==> src/verilog/urt_params.svh <==
// Constants of the serial rate, timing and line-coding configuration block
// Assumes: included by the design file and the testbench by its bare name
`ifndef URT_PARAMS_SVH
`define URT_PARAMS_SVH
`define URT_OFF_BAUD 12'h000
`define URT_OFF_IDLE 12'h004
`define URT_OFF_GUARD 12'h008
`define URT_OFF_RATIO 12'h00c
`define URT_OFF_FAULT 12'h010
`define URT_OFF_MANCH 12'h014
`define URT_OFF_IRF 12'h018
`define URT_OFF_MODE 12'h01c
`define URT_OFF_CMD 12'h020
`define URT_OFF_STAT 12'h024
`define URT_OFF_MASK 12'h028
`define URT_RST_RATIO 11'h174
`define URT_OVS_STD 5'h10
`define URT_OVS_EIGHT 5'h08
`define URT_OVS_SYNC 5'h01
`define URT_FRAC_W 3
`define URT_FRAC_STEPS 4'h8
`define URT_MAN_TXPL_LSB 0
`define URT_MAN_TXPP_LSB 8
`define URT_MAN_TXPOL 12
`define URT_MAN_RXPL_LSB 16
`define URT_MAN_RXPP_LSB 24
`define URT_MAN_RXPOL 28
`define URT_MAN_DRIFT 30
`define URT_MODE_SYNC 0
`define URT_MODE_EIGHT 1
`define URT_MODE_CARD 2
`define URT_MODE_OVS16 3
`define URT_CMD_ARM 0
`define URT_CMD_SEND 1
`define URT_ST_TIMEOUT 0
`define URT_ST_GUARD 1
`define URT_ST_FAULT 2
`define URT_NSTAT 3
`endif

==> src/verilog/urt_pkg.sv <==
// Types of the serial rate, timing and line-coding configuration block
// Assumes: urt_params.svh is on the include path
package urt_pkg;
    typedef enum logic [2:0] {
        URT_G_IDLE = 3'b001,
        URT_G_PRE = 3'b010,
        URT_G_GAP = 3'b100
    } urt_gap_t;
    typedef logic [15:0] urt_cnt_t;
endpackage

==> src/verilog/urt_bit_timer.sv <==
// Counts bit periods down from a loaded value and pulses once at zero
// Assumes: bit_tick is a one-cycle pulse on the same clock
`timescale 1ns/1ps
`default_nettype none
module urt_bit_timer #(
    parameter int WIDTH = 16
) (
    // Clock and reset
    input wire logic ref_clk,
    input wire logic reset,
    // Control
    input wire logic load,
    input wire logic [WIDTH-1:0] value,
    input wire logic bit_tick,
    // Result
    output logic running,
    output logic expired
);
    logic [WIDTH-1:0] count_q;
    initial begin
        if (WIDTH < 1 || WIDTH > 16) begin
            $error("urt_bit_timer: WIDTH out of range");
        end
    end
    always_ff @(posedge ref_clk) begin
        if (reset) begin
            count_q <= '0;
            running <= 1'b0;
            expired <= 1'b0;
        end else begin
            expired <= 1'b0;
            if (load) begin
                count_q <= value;
                running <= (value != '0);
            end else if (running && bit_tick) begin
                count_q <= count_q - 1'b1;
                if (count_q == {{(WIDTH-1){1'b0}}, 1'b1}) begin
                    running <= 1'b0;
                    expired <= 1'b1;
                end
            end
        end
    end
endmodule
`default_nettype wire

==> src/verilog/urt_rate_cfg.sv <==
// Baud generator, idle time-out, guard gap, preamble and coding configuration
// Assumes: AHB-Lite single-word master; card clock and line pins are synchronised here
`timescale 1ns/1ps
`default_nettype none
`include "urt_params.svh"
module urt_rate_cfg #(
    parameter int RATIO_W = 11
) (
    // Clock and reset
    input wire logic ref_clk,
    input wire logic reset,
    // AHB-Lite slave
    input wire logic hsel,
    input wire logic [11:0] haddr,
    input wire logic [1:0] htrans,
    input wire logic hwrite,
    input wire logic [2:0] hsize,
    input wire logic [31:0] hwdata,
    input wire logic hready,
    output logic [31:0] hrdata,
    output logic hreadyout,
    output logic hresp,
    // Line side
    input wire logic card_clk_pin,
    input wire logic rx_pin,
    input wire logic card_error,
    output logic baud_tick,
    output logic bit_tick,
    output logic tx_line,
    output logic preamble_match,
    output logic rx_filtered,
    output logic drift_enable,
    // Interrupt
    output logic irq
);
    import urt_pkg::*;

    initial begin
        if (RATIO_W < 1 || RATIO_W > 11) begin
            $error("urt_rate_cfg: RATIO_W out of range");
        end
    end

    // Registers
    logic [15:0] baud_divisor_q;
    logic [2:0] fraction_field_q;
    logic [15:0] rx_idle_limit_q;
    logic [7:0] guard_gap_q;
    logic [RATIO_W-1:0] smartcard_rate_divisor_q;
    logic [7:0] smartcard_fault_count_q;
    logic [31:0] manchester_config_q;
    logic [7:0] ir_filter_q;
    logic [3:0] mode_q;
    logic [`URT_NSTAT-1:0] stat_q;
    logic [`URT_NSTAT-1:0] mask_q;

    // Bus address phase capture
    logic wr_pend_q;
    logic rd_pend_q;
    logic [11:0] addr_q;
    wire bus_go = hsel && hready && htrans[1];
    wire wr_go = wr_pend_q;
    wire rd_fault = bus_go && !hwrite && (haddr == `URT_OFF_FAULT);
    wire cmd_wr = wr_go && (addr_q == `URT_OFF_CMD);
    wire arm_idle_timer_cmd = cmd_wr && hwdata[`URT_CMD_ARM];
    wire send_cmd = cmd_wr && hwdata[`URT_CMD_SEND];

    // Field views of the coding register
    wire [3:0] send_preamble_len = manchester_config_q[`URT_MAN_TXPL_LSB +: 4];
    wire [1:0] send_preamble_shape = manchester_config_q[`URT_MAN_TXPP_LSB +: 2];
    wire send_manchester_sense = manchester_config_q[`URT_MAN_TXPOL];
    wire [3:0] recv_preamble_len = manchester_config_q[`URT_MAN_RXPL_LSB +: 4];
    wire [1:0] recv_preamble_shape = manchester_config_q[`URT_MAN_RXPP_LSB +: 2];
    wire recv_manchester_sense = manchester_config_q[`URT_MAN_RXPOL];
    wire mode_card = mode_q[`URT_MODE_CARD];

    // Preamble bit at position idx for a shape and sense
    function automatic logic pre_bit(input logic [1:0] shape, input logic sense,
                                     input logic [3:0] idx);
        logic b;
        b = 1'b0;
        case (shape)
            2'b00: b = 1'b1;
            2'b01: b = 1'b0;
            2'b10: b = idx[0];
            2'b11: b = ~idx[0];
            default: b = 1'b1;
        endcase
        pre_bit = b ^ sense;
    endfunction

    // Read mux
    logic [31:0] rd_mux;
    always_comb begin
        rd_mux = 32'h0000_0000;
        case (haddr)
            `URT_OFF_BAUD: rd_mux = {13'h0000, fraction_field_q, baud_divisor_q};
            `URT_OFF_IDLE: rd_mux = {16'h0000, rx_idle_limit_q};
            `URT_OFF_GUARD: rd_mux = {24'h00_0000, guard_gap_q};
            `URT_OFF_RATIO: rd_mux = 32'(smartcard_rate_divisor_q);
            `URT_OFF_FAULT: rd_mux = {24'h00_0000, smartcard_fault_count_q};
            `URT_OFF_MANCH: rd_mux = manchester_config_q & 32'h530f_130f;
            `URT_OFF_IRF: rd_mux = {24'h00_0000, ir_filter_q};
            `URT_OFF_MODE: rd_mux = {28'h000_0000, mode_q};
            `URT_OFF_STAT: rd_mux = 32'(stat_q);
            `URT_OFF_MASK: rd_mux = 32'(mask_q);
            default: rd_mux = 32'h0000_0000;
        endcase
    end

    // Bus slave: zero wait states, always OKAY
    always_ff @(posedge ref_clk) begin
        if (reset) begin
            wr_pend_q <= 1'b0;
            rd_pend_q <= 1'b0;
            addr_q <= 12'h000;
            hrdata <= 32'h0000_0000;
            hreadyout <= 1'b1;
            hresp <= 1'b0;
        end else begin
            wr_pend_q <= bus_go && hwrite;
            rd_pend_q <= bus_go && !hwrite;
            if (bus_go) begin
                addr_q <= haddr;
            end
            if (bus_go && !hwrite) begin
                hrdata <= rd_mux;
            end
        end
    end

    // Register writes
    always_ff @(posedge ref_clk) begin
        if (reset) begin
            baud_divisor_q <= 16'h0000;
            fraction_field_q <= 3'h0;
            rx_idle_limit_q <= 16'h0000;
            guard_gap_q <= 8'h00;
            smartcard_rate_divisor_q <= RATIO_W'(`URT_RST_RATIO);
            manchester_config_q <= 32'h0000_0000;
            ir_filter_q <= 8'h00;
            mode_q <= 4'h0;
            mask_q <= '0;
        end else if (wr_go) begin
            case (addr_q)
                `URT_OFF_BAUD: begin
                    baud_divisor_q <= hwdata[15:0];
                    fraction_field_q <= hwdata[18:16];
                end
                `URT_OFF_IDLE: rx_idle_limit_q <= hwdata[15:0];
                `URT_OFF_GUARD: guard_gap_q <= hwdata[7:0];
                `URT_OFF_RATIO: smartcard_rate_divisor_q <= hwdata[RATIO_W-1:0];
                `URT_OFF_MANCH: manchester_config_q <= hwdata & 32'h530f_130f;
                `URT_OFF_IRF: ir_filter_q <= hwdata[7:0];
                `URT_OFF_MODE: mode_q <= hwdata[3:0];
                `URT_OFF_MASK: mask_q <= hwdata[`URT_NSTAT-1:0];
                default: mode_q <= mode_q;
            endcase
        end
    end

    // Pin synchronisers
    logic [1:0] card_sync_q;
    logic [1:0] rx_sync_q;
    logic card_prev_q;
    always_ff @(posedge ref_clk) begin
        if (reset) begin
            card_sync_q <= 2'b00;
            rx_sync_q <= 2'b11;
            card_prev_q <= 1'b0;
        end else begin
            card_sync_q <= {card_sync_q[0], card_clk_pin};
            rx_sync_q <= {rx_sync_q[0], rx_pin};
            card_prev_q <= card_sync_q[1];
        end
    end
    wire card_rise = card_sync_q[1] && !card_prev_q;

    // Baud divider with fractional dither
    logic [15:0] div_cnt_q;
    logic [2:0] frac_acc_q;
    logic div_pulse;
    wire div_on = (baud_divisor_q != 16'h0000);
    wire [3:0] frac_sum = {1'b0, frac_acc_q} + {1'b0, fraction_field_q};
    wire frac_extra = frac_sum >= `URT_FRAC_STEPS;
    wire div_src = mode_card ? card_rise : 1'b1;
    always_ff @(posedge ref_clk) begin
        if (reset || !div_on) begin
            div_cnt_q <= 16'h0000;
            frac_acc_q <= 3'h0;
            div_pulse <= 1'b0;
        end else begin
            div_pulse <= 1'b0;
            if (div_src) begin
                if (div_cnt_q == 16'h0000) begin
                    div_pulse <= 1'b1;
                    frac_acc_q <= frac_sum[2:0];
                    div_cnt_q <= (frac_extra && !mode_card) ? baud_divisor_q
                                                            : baud_divisor_q - 16'h0001;
                end else begin
                    div_cnt_q <= div_cnt_q - 16'h0001;
                end
            end
        end
    end

    // Second stage: oversampling or card ratio
    logic [10:0] post_cnt_q;
    wire [4:0] ovs = mode_q[`URT_MODE_SYNC] ? `URT_OVS_SYNC :
                     mode_q[`URT_MODE_EIGHT] ? `URT_OVS_EIGHT :
                     `URT_OVS_STD;
    wire [10:0] post_div = mode_card ? 11'(smartcard_rate_divisor_q) : 11'(ovs);
    wire post_on = div_on && (post_div != 11'h000);
    always_ff @(posedge ref_clk) begin
        if (reset || !post_on) begin
            post_cnt_q <= 11'h000;
            baud_tick <= 1'b0;
        end else begin
            baud_tick <= 1'b0;
            if (div_pulse) begin
                if (post_cnt_q >= post_div - 11'h001) begin
                    post_cnt_q <= 11'h000;
                    baud_tick <= 1'b1;
                end else begin
                    post_cnt_q <= post_cnt_q + 11'h001;
                end
            end
        end
    end
    always_ff @(posedge ref_clk) begin
        if (reset) begin
            bit_tick <= 1'b0;
        end else begin
            bit_tick <= baud_tick;
        end
    end

    // Idle time-out
    logic idle_expired;
    urt_bit_timer #(.WIDTH(16)) u_idle (
        .ref_clk(ref_clk),
        .reset(reset),
        .load(arm_idle_timer_cmd),
        .value(rx_idle_limit_q),
        .bit_tick(baud_tick),
        .running(),
        .expired(idle_expired)
    );

    // Send sequencer: preamble then guard gap
    urt_gap_t gap_q;
    logic [3:0] pre_idx_q;
    logic [7:0] gap_cnt_q;
    logic gap_done;
    always_ff @(posedge ref_clk) begin
        if (reset) begin
            gap_q <= URT_G_IDLE;
            pre_idx_q <= 4'h0;
            gap_cnt_q <= 8'h00;
            gap_done <= 1'b0;
            tx_line <= 1'b1;
        end else begin
            gap_done <= 1'b0;
            case (gap_q)
                URT_G_IDLE: begin
                    tx_line <= 1'b1;
                    if (send_cmd && send_preamble_len != 4'h0) begin
                        gap_q <= URT_G_PRE;
                        pre_idx_q <= 4'h0;
                    end else if (send_cmd && guard_gap_q != 8'h00) begin
                        gap_q <= URT_G_GAP;
                        gap_cnt_q <= guard_gap_q;
                    end
                end
                URT_G_PRE: begin
                    tx_line <= pre_bit(send_preamble_shape, send_manchester_sense, pre_idx_q);
                    if (baud_tick) begin
                        if (pre_idx_q == send_preamble_len - 4'h1) begin
                            gap_q <= (guard_gap_q != 8'h00) ? URT_G_GAP : URT_G_IDLE;
                            gap_cnt_q <= guard_gap_q;
                        end else begin
                            pre_idx_q <= pre_idx_q + 4'h1;
                        end
                    end
                end
                URT_G_GAP: begin
                    tx_line <= 1'b1;
                    if (baud_tick) begin
                        gap_cnt_q <= gap_cnt_q - 8'h01;
                        if (gap_cnt_q == 8'h01) begin
                            gap_q <= URT_G_IDLE;
                            gap_done <= 1'b1;
                        end
                    end
                end
                default: gap_q <= URT_G_IDLE;
            endcase
        end
    end

    // Receive preamble detection and infrared glitch filter
    logic [3:0] rx_pre_cnt_q;
    logic [7:0] flt_cnt_q;
    wire rx_exp = pre_bit(recv_preamble_shape, recv_manchester_sense, rx_pre_cnt_q);
    always_ff @(posedge ref_clk) begin
        if (reset) begin
            rx_pre_cnt_q <= 4'h0;
            preamble_match <= 1'b0;
            flt_cnt_q <= 8'h00;
            rx_filtered <= 1'b1;
            drift_enable <= 1'b0;
        end else begin
            drift_enable <= manchester_config_q[`URT_MAN_DRIFT]
                            && mode_q[`URT_MODE_OVS16];
            if (recv_preamble_len == 4'h0) begin
                rx_pre_cnt_q <= 4'h0;
                preamble_match <= 1'b0;
            end else if (baud_tick) begin
                preamble_match <= 1'b0;
                if (rx_filtered != rx_exp) begin
                    rx_pre_cnt_q <= 4'h0;
                end else if (rx_pre_cnt_q == recv_preamble_len - 4'h1) begin
                    rx_pre_cnt_q <= 4'h0;
                    preamble_match <= 1'b1;
                end else begin
                    rx_pre_cnt_q <= rx_pre_cnt_q + 4'h1;
                end
            end
            if (rx_sync_q[1] == rx_filtered) begin
                flt_cnt_q <= 8'h00;
            end else if (flt_cnt_q >= ir_filter_q) begin
                rx_filtered <= rx_sync_q[1];
                flt_cnt_q <= 8'h00;
            end else begin
                flt_cnt_q <= flt_cnt_q + 8'h01;
            end
        end
    end

    // Fault counter, status and interrupt
    wire fault_ev = card_error && mode_card;
    wire idle_on = (rx_idle_limit_q != 16'h0000);
    wire [`URT_NSTAT-1:0] stat_set = {fault_ev, gap_done, idle_expired && idle_on};
    wire stat_wr = wr_go && (addr_q == `URT_OFF_STAT);
    wire [`URT_NSTAT-1:0] stat_clr = stat_wr ? hwdata[`URT_NSTAT-1:0] : '0;
    wire [`URT_NSTAT-1:0] stat_d = ((stat_q & ~stat_clr) | stat_set) & {1'b1, 1'b1, idle_on};
    always_ff @(posedge ref_clk) begin
        if (reset) begin
            smartcard_fault_count_q <= 8'h00;
            stat_q <= '0;
            irq <= 1'b0;
        end else begin
            if (fault_ev) begin
                smartcard_fault_count_q <= (rd_fault ? 8'h00 : smartcard_fault_count_q)
                                           + (smartcard_fault_count_q == 8'hff && !rd_fault
                                              ? 8'h00 : 8'h01);
            end else if (rd_fault) begin
                smartcard_fault_count_q <= 8'h00;
            end
            stat_q <= stat_d;
            irq <= |(stat_d & mask_q);
        end
    end
endmodule
`default_nettype wire

==> config.mk <==
export PLATFORM = sky130hd
export DESIGN_NAME = urt_rate_cfg
export DESIGN_NICKNAME = d
export VERILOG_FILES = /design/src/verilog/urt_pkg.sv /design/src/verilog/urt_bit_timer.sv /design/src/verilog/urt_rate_cfg.sv
export VERILOG_INCLUDE_DIRS = /design/src /design/src/verilog
export SDC_FILE = /design/constraint.sdc
export NUM_CORES = 1
export LEC_CHECK = 0
export ABC_AREA = 0
export BUFFER_PORTS_ARGS = -buffer_cell sky130_fd_sc_hd__buf_2
export CAP_MARGIN = 20
export CORE_UTILIZATION = 54
export CTS_CLUSTER_SIZE = 25
export DETAILED_ROUTE_END_ITERATION = 10
export PLACE_DENSITY = 0.76
export SLEW_MARGIN = 10
export SYNTH_ARGS = -nofsm -noshare
export SYNTH_HDL_FRONTEND = slang
export SYNTH_HIERARCHICAL = 1
export SYNTH_SLANG_ARGS = --single-unit
==> constraint.sdc <==
create_clock -name ref_clk -period 3.4 [get_ports ref_clk]
set_input_delay 0.17 -clock ref_clk [delete_from_list [all_inputs] [get_ports ref_clk]]
set_output_delay 0.17 -clock ref_clk [all_outputs]
set_load 0.005 [all_outputs]
==> flow_summary.toml, run 1 <==
[place]
pre_cts_ws_ps = 251.5
port_buffers = 75
dpl.hpwl_um = 22270
placedCellCount = 1679
gp_congestion = 0.9366

[floorplanning]
die_x_um = 147.9
die_area_um2 = 21870
start_util_pct = 55.89
coreArea_um2 = 20560
fp-row-count = 52
pin_count = 98
fp.dieH_um = 147.9

[hold_path]
hp-class = "primary input to flip-flop"
hold_path.startpoint = "hwdata[2]"

[clock_tree]
htree_levels = 1
path_clk_slew_ps = 60
clock-sinks = 221
clock_latency_ps = 520
cts_tree = "built"
clock_path_buffers = 3
cts-root-buf = "clkbuf_16"
cts_inserted_buffers = 25
cts_setup_buffers = 0

[final_layout]
final_common_cell = "dfxtp_1"
antenna_cells = 0
layout_common_cells = "dfxtp_1, nand2_1, nor2_1, a21oi_1, buf_2"
syn2layout_area_growth_pct = 14.66
drive_above_1_share_pct = 11.78
instances_no_fill = 1755
finalNetCount = 1565

[critical_path]
cp_slowest_cell = "dfxtp_1"
worstReg2RegEnd = "post_cnt_q[0]"
crit_fanout = 22
crit_end = "post_cnt_q[0]"
cp_data_arrival_time_ps = 3470
reg2reg_depth = 11
path_cells = "buf_4, nor4b_1, nand2b_1, a21oi_2, nand2_1, a32oi_1, ha_1, o2111ai_1, nor2_1, a211o_1, nor2_1"
critical_path.startpoint = "mode_q[2]"
r2r-start = "mode_q[2]"
ff2ff_setup_slack_ps = 380
critPathLaunchType = "flip-flop"
crit_required_ps = 3850
crit_top_cell = "nor2_1"
end_kind = "flip-flop"
slowest_delay_ps = 460
path_class = "flip-flop to flip-flop"

[timing]
tightest_slew_ps = 924.5
final.min_clock_period_ps = 3024
max_freq_ghz = 0.3307
rsz0062_at_grt = "false"
hold_viol_final = 0
slew_viol_final = 0
final.setup.tns_ps = 0
finalWorstSetupSlack_ps = 375.9
setup-violations-final = 0
finalCritPeriodShare_pct = 88.95
skew_ps = 6.501
slew_headroom_pct = 38.14

[global_route]
grt_pass1_vias = 9869
grt_use_total_pct = 28.84
overflow = 0
grt_pass1_wl_um = 50630
antenna_found_initial = 0
grt_max_degree = 50

[routing]
detail_route.vias_per_cell = 6.021
avgRoutedWirePerCell_um = 17.98
num_vias = 10566
drt_iter0_drc = 932
ant_nets = 0
wl_um = 31550
firstDrtPassIters = 4
drc = 0

[synthesis]
ys_ff_latch = 221
ys_async_sr_fraction_pct = 0
synth_top_area_share_pct = 38.50
syn_area_um2 = 11490
syn_inst = 1384
avgSynthCellArea_um2 = 8.303
yosysSeqAreaShare_pct = 38.50
synth_edf_count = 0
synth_top_area_cell = "dfxtp_1"
synthDistinctLibCells = 83
synth_warnings = 6
synth_top_flop_cell = "dfxtp_1"
synthTopCellsByArea = "dfxtp_1, mux2i_1, nand2_1, nor2_1, a21oi_1"

[power_and_ir_drop]
vdd_drop_max_mv = 0.3966
p_per_area_nw_per_um2 = 483.1
leakage_nw = 4.896

[job]
maxCapViolCount = 0

[run_status]
status = "finished, final reports clean"
## where the power goes
group / switching, W / leakage (nW) / internal, W
combinational: 0.000636 / 2.72 / 0.000419
sequential: 0.0000749 / 1.78 / 0.00264
clock: 0.00106 / 0.395 / 0.00153
total: 0.00177 / 4.90 / 0.00459
## cells in the mapped netlist, drive strengths merged (4+ instances only)
library cell and instances:
dfxtp 221, nand2 192, nor2 175, a21oi 112, mux2i 72, clkbuf 54, o21ai 48, ha 39
xor2 38, xnor2 34, nand3 33, nor3 31, nor4 29, inv 28, buf 25, and3 18
nand4 18, a211oi 17, a22oi 14, or4 13, a31oi 12, nor2b 12, a21o 11, nand2b 11
nor3b 8, nor4b 8, mux2 7, o31ai 7, or2 7, and2 6, o211ai 6, or3 6
mux4 5, nand3b 5, a221oi 4, a311oi 4, a32oi 4, o21a 4, or3b 4
## registers in the layout, summed over array words and instances (netlist names), 3 cells and up
name                      cells
hrdata                       24
baud_divisor_q               16
div_cnt_q                    16
rx_idle_limit_q              16
u_idle/count_q               16
manchester_config_q          15
addr_q                       12
post_cnt_q                   11
smartcard_rate_divisor_q     11
flt_cnt_q                     8
gap_cnt_q                     8
guard_gap_q                   8
ir_filter_q                   8
smartcard_fault_count_q       8
mode_q                        4
pre_idx_q                     4
rx_pre_cnt_q                  4
frac_acc_q                    3
fraction_field_q              3
gap_q                         3
mask_q                        3
stat_q                        3
## cell type report
type,instances,area (µm²)
multi-input combinational,1063,6665
timing repair buffer,128,855.8
sequential,221,4424
clock inverter,9,70.07
fill,1745,7385
tap,270,337.8
clock buffer,35,713.2
inverter,29,108.9
## logic make-up after synthesis
group / Yosys count / synth area share [%]
AO/OA/AOI/OAI: 270 / 14.65
XOR/XNOR: 74 / 5.880
adder cells (fa/ha/maj): 40 / 4.421
buffers and inverters: 108 / 3.963
flip-flops: 221 / 38.50
multiplexers: 84 / 7.938
other: 2 / 0.06536
AND/OR/NAND/NOR: 585 / 24.59
## worst min path at each step
stage	to	depth (start not counted)
4_1_cts	addr_q[5]	3
3_5_place_dp	rx_sync_q[0]	2
5_1_grt	ir_filter_q[2]	3
3_3_place_gp	rx_sync_q[0]	2
6_report	guard_gap_q[2]	3
2_1_floorplan	rx_sync_q[0]	1
## what timing repair did
action                                 4_1_cts  5_1_grt
gates resized for setup                      0        2
endpoints found under the hold margin       55        0
setup endpoints to repair                    0       11
hold buffers                                32        0
## through the flow
step	hold slack [ps]	area, µm²	utilization [%]	total power, W
CTS	29.17	13170	64.06	0.006363
global route	32.56	13180	64.08	0.006628
finish	38.30	13180	64.08	0.006365
floorplan	273.8	11520	-	0.003503
global placement	352.4	12070	58.70	0.003750
detailed placement	356.3	12070	58.70	0.003769
## routing by layer
metal  vias to the layer above  track usage, %  routed length, µm
li1                       5058               -                  -
met1                      4992           37.66              13420
met2                       429           48.09              14540
met3                        87           4.475               2427
met4                         0           10.57               1160
met5                         -               0                  0
## worst max-delay path: cells and delay by family (launching register included)
kind / cells / cell delay [ps]
AO/OA/AOI/OAI: 4 / 1060
AND/OR/NAND/NOR: 5 / 830
flip-flops: 1 / 460
buffers and inverters: 1 / 300
adder cells (fa/ha/maj): 1 / 290
Power figures use the tool's default switching activity.
==> run 2, diff against run 1 <==
--- a/config.mk
+++ b/config.mk
@@ -8,11 +8,12 @@
 export LEC_CHECK = 0
 export ABC_AREA = 0
 export BUFFER_PORTS_ARGS = -buffer_cell sky130_fd_sc_hd__buf_2
-export CAP_MARGIN = 20
-export CORE_UTILIZATION = 54
+export CELL_PAD_IN_SITES_DETAIL_PLACEMENT = 1
+export CELL_PAD_IN_SITES_GLOBAL_PLACEMENT = 1
+export CORE_UTILIZATION = 45
 export CTS_CLUSTER_SIZE = 25
 export DETAILED_ROUTE_END_ITERATION = 10
-export PLACE_DENSITY = 0.76
+export PLACE_DENSITY_LB_ADDON = 0.1
 export SLEW_MARGIN = 10
 export SYNTH_ARGS = -nofsm -noshare
 export SYNTH_HDL_FRONTEND = slang
==> constraint.sdc (replaced) <==
create_clock -name ref_clk -period 3.3 [get_ports ref_clk]
set_input_delay 0.165 -clock ref_clk [delete_from_list [all_inputs] [get_ports ref_clk]]
set_output_delay 0.165 -clock ref_clk [all_outputs]
set_load 0.005 [all_outputs]
==> run 2 against run 1 <==
The run now ends with design-rule violations left. Final cell count up 4.0%. Largest power group is now the clock network. Hold slack worse by 23 ps. Register-to-register slack worse by 80 ps. Non-clock buffer count up 7. Critical path type unchanged.
==> flow_summary.toml, run 2 (synthesized netlist as in run 1, its figures left out) <==
[global_route]
overflow = 0
grt_max_degree = 49
grt_use_total_pct = 28.95
grt_pass1_wl_um = 60000
grt_pass1_vias = 10847
antenna_found_initial = 2

[floorplanning]
pin_count = 98
die_area_um2 = 26180
fp.dieH_um = 161.8
fp-row-count = 58
die_x_um = 161.8
coreArea_um2 = 25110
start_util_pct = 45.76

[clock_tree]
clock_path_buffers = 3
cts_tree = "built"
cts_inserted_buffers = 27
cts_setup_buffers = 0
clock_latency_ps = 540
htree_levels = 1
cts-root-buf = "clkbuf_16"
path_clk_slew_ps = 60
clock-sinks = 221

[critical_path]
critPathLaunchType = "flip-flop"
crit_required_ps = 3770
path_class = "flip-flop to flip-flop"
cp_data_arrival_time_ps = 3480
end_kind = "flip-flop"
crit_fanout = 28
reg2reg_depth = 11

[place]
port_buffers = 75
gp_congestion = 0.8621
dpl.hpwl_um = 26850

[final_layout]
layout_common_cells = "dfxtp_1, nand2_1, nor2_1, a21oi_1, buf_2"
largest_reg_flops = 24
fin_util_pct = 53.36
finalNetCount = 1574
syn2layout_area_growth_pct = 16.60
antenna_cells = 0
largest-register = "hrdata"
final_common_cell = "dfxtp_1"
drive_above_1_share_pct = 12.03

[power_and_ir_drop]
p_per_area_nw_per_um2 = 516.8
vdd_drop_max_mv = 0.3983
leakage_nw = 4.968

[run_status]
status = "complete, but fails checks"
violations = "design-rule violations"

[routing]
wl_um = 37860
drt_iter0_drc = 629
avgRoutedWirePerCell_um = 20.74
ant_nets = 0
num_vias = 10624
detail_route.vias_per_cell = 5.818
firstDrtPassIters = 8
drc = 1

[timing]
rsz0062_at_grt = "false"
final.min_clock_period_ps = 3005
max_freq_ghz = 0.3328
skew_ps = 13.06
hold_viol_final = 0
slew_viol_final = 0
finalCritPeriodShare_pct = 91.07
tightest_slew_ps = 998.1
setup-violations-final = 0
final.setup.tns_ps = 0
slew_headroom_pct = 33.22

[hold_path]
min_path_cells = 3
hp-class = "primary input to flip-flop"

[job]
maxCapViolCount = 0
run 2: cell types whose count changed in the layout (fill, tap and decap cells not counted):
cell	change
inv_6	+1
a21oi_2	-1
dlygate4sd3_1	+2
clkbuf_8	+4
clkinv_2	-6
clkbuf_1	+3
a21oi_1	+1
buf_4	+5
clkbuf_16	+2
run 2: final cells by class:
class	instances	area (µm²)
clock buffer	44	829.5
clock inverter	4	48.80
fill	3067	11710
inverter	29	108.9
multi-input combinational	1063	6661
sequential	221	4424
tap	330	412.9
timing repair buffer	135	913.4
run 2: routing by layer:
layer  wire length [µm]  share of wire, %  global-route usage (%)
met5                  0                 0                       0
met4               1401               3.7                   11.06
met3               1853               4.9                   4.162
met2              17860                47                   49.01
met1              16740                44                   37.13
run 2: timing repair:
| item | 4_1_cts | 5_1_grt |
|---|---|---|
| gates resized for setup | 0 | 1 |
| hold buffers | 34 | 0 |
| setup endpoints to repair | 0 | 11 |
| hold endpoints to repair | 59 | 0 |
run 2: power by group:
group,total (W),switching (W),internal (W)
sequential,0.00281,0.0000838,0.00272
clock,0.00297,0.00119,0.00178
combinational,0.00115,0.000700,0.000450
run 2: final timing paths:
kind,slack [ps],from,to
hold / removal,20,hwdata[0],baud_divisor_q[0]
setup / recovery,290,mode_q[2],post_cnt_q[8]
hold reg to reg,430,rx_sync_q[0],rx_sync_q[1]
setup reg to reg,290,mode_q[2],post_cnt_q[8]
run 2: per-stage QoR:
step                      hold slack [ps]  worst slack (ps)  std cells  cell area [µm²]  power, W
after CTS                           2.544             133.5       1826            13400  0.006965
after detailed placement            351.1             145.1       1744            12180  0.003970
after floorplan                     268.8             6.057       1392            11520  0.003610
after global routing                38.11             21.45       1826            13400  0.007209
final                               15.49             294.8       1826            13400  0.006925
after global placement              352.8             340.8       1744            12180  0.003936
run 2: critical path, stage by stage (launching register included):
cell	delay, ps
dfxtp_1	350
buf_4	310
nor4b_1	370
nand2b_1	90
a21oi_1	340
nand2_1	90
a32oi_1	240
ha_1	280
o2111ai_1	140
nor2_1	100
a211o_1	460
nor2_1	160
==> run 3, diff against run 2 <==
--- a/config.mk
+++ b/config.mk
@@ -13,7 +13,9 @@
 export CORE_UTILIZATION = 45
 export CTS_CLUSTER_SIZE = 25
 export DETAILED_ROUTE_END_ITERATION = 10
+export MAX_ROUTING_LAYER = met4
 export PLACE_DENSITY_LB_ADDON = 0.1
+export SETUP_SLACK_MARGIN = 0.02
 export SLEW_MARGIN = 10
 export SYNTH_ARGS = -nofsm -noshare
 export SYNTH_HDL_FRONTEND = slang
==> constraint.sdc (replaced) <==
create_clock -name ref_clk -period 3.4 [get_ports ref_clk]
set_input_delay 0.17 -clock ref_clk [delete_from_list [all_inputs] [get_ports ref_clk]]
set_output_delay 0.17 -clock ref_clk [all_outputs]
set_load 0.005 [all_outputs]
==> run 3 against run 2 <==
Combinational power is 5% lower. The flow now finishes without violations. Largest cell class unchanged. Hold slack gained 20 ps. Flip-flop and latch count unchanged. Critical endpoint is now post_cnt_q[6].
==> flow_summary.toml, run 3 (synthesized netlist as in run 1, its figures left out) <==
[timing]
setup-violations-final = 0
rsz0062_at_grt = "false"
final.setup.tns_ps = 0
tightest_slew_ps = 1001
slew_viol_final = 0
max_freq_ghz = 0.3287
slew_headroom_pct = 32.99
finalWorstSetupSlack_ps = 358.1
finalCritPeriodShare_pct = 89.47
final.min_clock_period_ps = 3042
whs_ps = 35.70
hold_viol_final = 0
skew_ps = 18.58

[floorplanning]
coreArea_um2 = 25110
die_area_um2 = 26180
start_util_pct = 45.76
die_x_um = 161.8
fp-row-count = 58
pin_count = 98
fp.dieH_um = 161.8

[hold_path]
min_path_cells = 3
worstHoldEndpoint = "guard_gap_q[0]"
hold_path.startpoint = "hwdata[0]"
hp-class = "primary input to flip-flop"

[place]
dpl.hpwl_um = 26710
pre_cts_ws_ps = 319.8
port_buffers = 75
post_dp_cell_area_um2 = 12190
gp_congestion = 0.8629

[critical_path]
ff2ff_setup_slack_ps = 360
critPathLaunchType = "flip-flop"
crit_fanout = 28
crit_required_ps = 3850
path_cells = "buf_4, o311ai_0, xnor2_1, ha_1, a21o_1, a21oi_1, o21ai_0, a211o_1, nor2_1"
reg2reg_depth = 9
crit_family = "compound AO/OA/AOI/OAI gates"
worst-path-buf-inv = 1
cp_data_arrival_time_ps = 3500
slowest_delay_ps = 810
path_class = "flip-flop to flip-flop"
r2r-start = "mode_q[2]"
end_kind = "flip-flop"
cp_slowest_cell = "o311ai_0"
worstReg2RegEnd = "post_cnt_q[6]"

[global_route]
grt_max_degree = 77
grt_pass1_wl_um = 59920
grt_use_met1_pct = 37.75
grt_use_met3_pct = 3.652
grt_busiest_layer = "met2"
antenna_found_initial = 0
overflow = 0
grt_pass1_vias = 10808
grt_use_total_pct = 29.89
grt_use_met2_pct = 50.20

[routing]
avgRoutedWirePerCell_um = 20.67
num_vias = 10606
wl_um = 37660
drc = 0
detail_route.vias_per_cell = 5.821
firstDrtPassIters = 5
ant_nets = 0
drt_iter0_drc = 675

[final_layout]
drive_above_1_share_pct = 12.40
stdcell_area_um2 = 13360
final_common_cell = "dfxtp_1"
finalNetCount = 1570
antenna_cells = 0
syn2layout_area_growth_pct = 16.26
layout_common_cells = "dfxtp_1, nand2_1, nor2_1, a21oi_1, buf_2"
largest_reg_flops = 24
largest-register = "hrdata"

[clock_tree]
clock-sinks = 221
cts_inserted_buffers = 26
clock_path_buffers = 3
cts-root-buf = "clkbuf_16"
path_clk_slew_ps = 60
cts_tree = "built"
clock_latency_ps = 540
htree_levels = 1
cts_setup_buffers = 0

[power_and_ir_drop]
leakage_nw = 4.953
vdd_drop_max_mv = 0.3401
p_per_area_nw_per_um2 = 492.9

[job]
maxCapViolCount = 0

[run_status]
status = "finished, final reports clean"
==> run 3: changes by cell type in the layout (fill, tap and decap cells not counted), sizes merged <==
| cell | change |
|---|---|
| clkinvlp | +1 |
| clkbuf | -7 |
| buf | -1 |
| bufinv | -1 |
| dlygate4sd3 | -2 |
| clkinv | +6 |
==> run 3: worst max path at each step <==
stage               endpoint  cells after the start  startpoint  slack (ps)
6_report       post_cnt_q[6]                      9   mode_q[2]         360
5_1_grt        post_cnt_q[6]                     10   mode_q[2]          20
4_1_cts        post_cnt_q[6]                     12   mode_q[2]         330
3_5_place_dp   post_cnt_q[6]                     12   mode_q[2]         320
3_3_place_gp   post_cnt_q[5]                      9   mode_q[2]         450
2_1_floorplan  post_cnt_q[1]                     15   mode_q[2]         110
==> run 3: repair_timing <==
action                     CTS  global route
gates resized for setup      0             1
setup endpoints to repair    0             3
hold endpoints to repair    52             0
hold buffers                32             0
==> run 3: routing by layer <==
| layer | share of wire [%] | vias to the layer above |
|---|---|---|
| met2 | 49 | 230 |
| met4 | 2.6 | 0 |
| met1 | 45 | 5239 |
| li1 | - | 5076 |
| met5 | 0 | - |
| met3 | 3.8 | 61 |
==> run 3: layout make-up <==
| cell class | count | area [µm²] |
|---|---|---|
| Sequential cell | 221 | 4424 |
| Fill cell | 3055 | 11750 |
| Tap cell | 330 | 412.9 |
| Multi-Input combinational cell | 1063 | 6665 |
| Inverter | 29 | 108.9 |
| Timing Repair Buffer | 132 | 898.4 |
| Clock inverter | 10 | 56.30 |
| Clock buffer | 37 | 793.3 |
==> run 3: where the power goes <==
group,total (W),switching (W),internal [W]
Sequential,0.00273,0.0000842,0.00264
Combinational,0.00109,0.000664,0.000427
Clock,0.00277,0.00115,0.00162
Total,0.00659,0.00190,0.00469
==> run 3: metrics by stage <==
| stage | cells | utilization [%] | power (W) |
|---|---|---|---|
| after floorplan | 1392 | - | 0.003503 |
| after global placement | 1743 | 48.53 | 0.003807 |
| after detailed placement | 1743 | 48.53 | 0.003829 |
| after CTS | 1822 | 53.19 | 0.006615 |
| after global routing | 1822 | 53.20 | 0.006858 |
| final | 1822 | 53.20 | 0.006585 |
==> run 3: tightest hold or removal path: cells and delay by family <==
kind / cells / cell delay, ps
AOI/OAI and AO/OA: 1 / 60
and+or+nand+nor: 1 / 90
buffers and inverters: 1 / 200
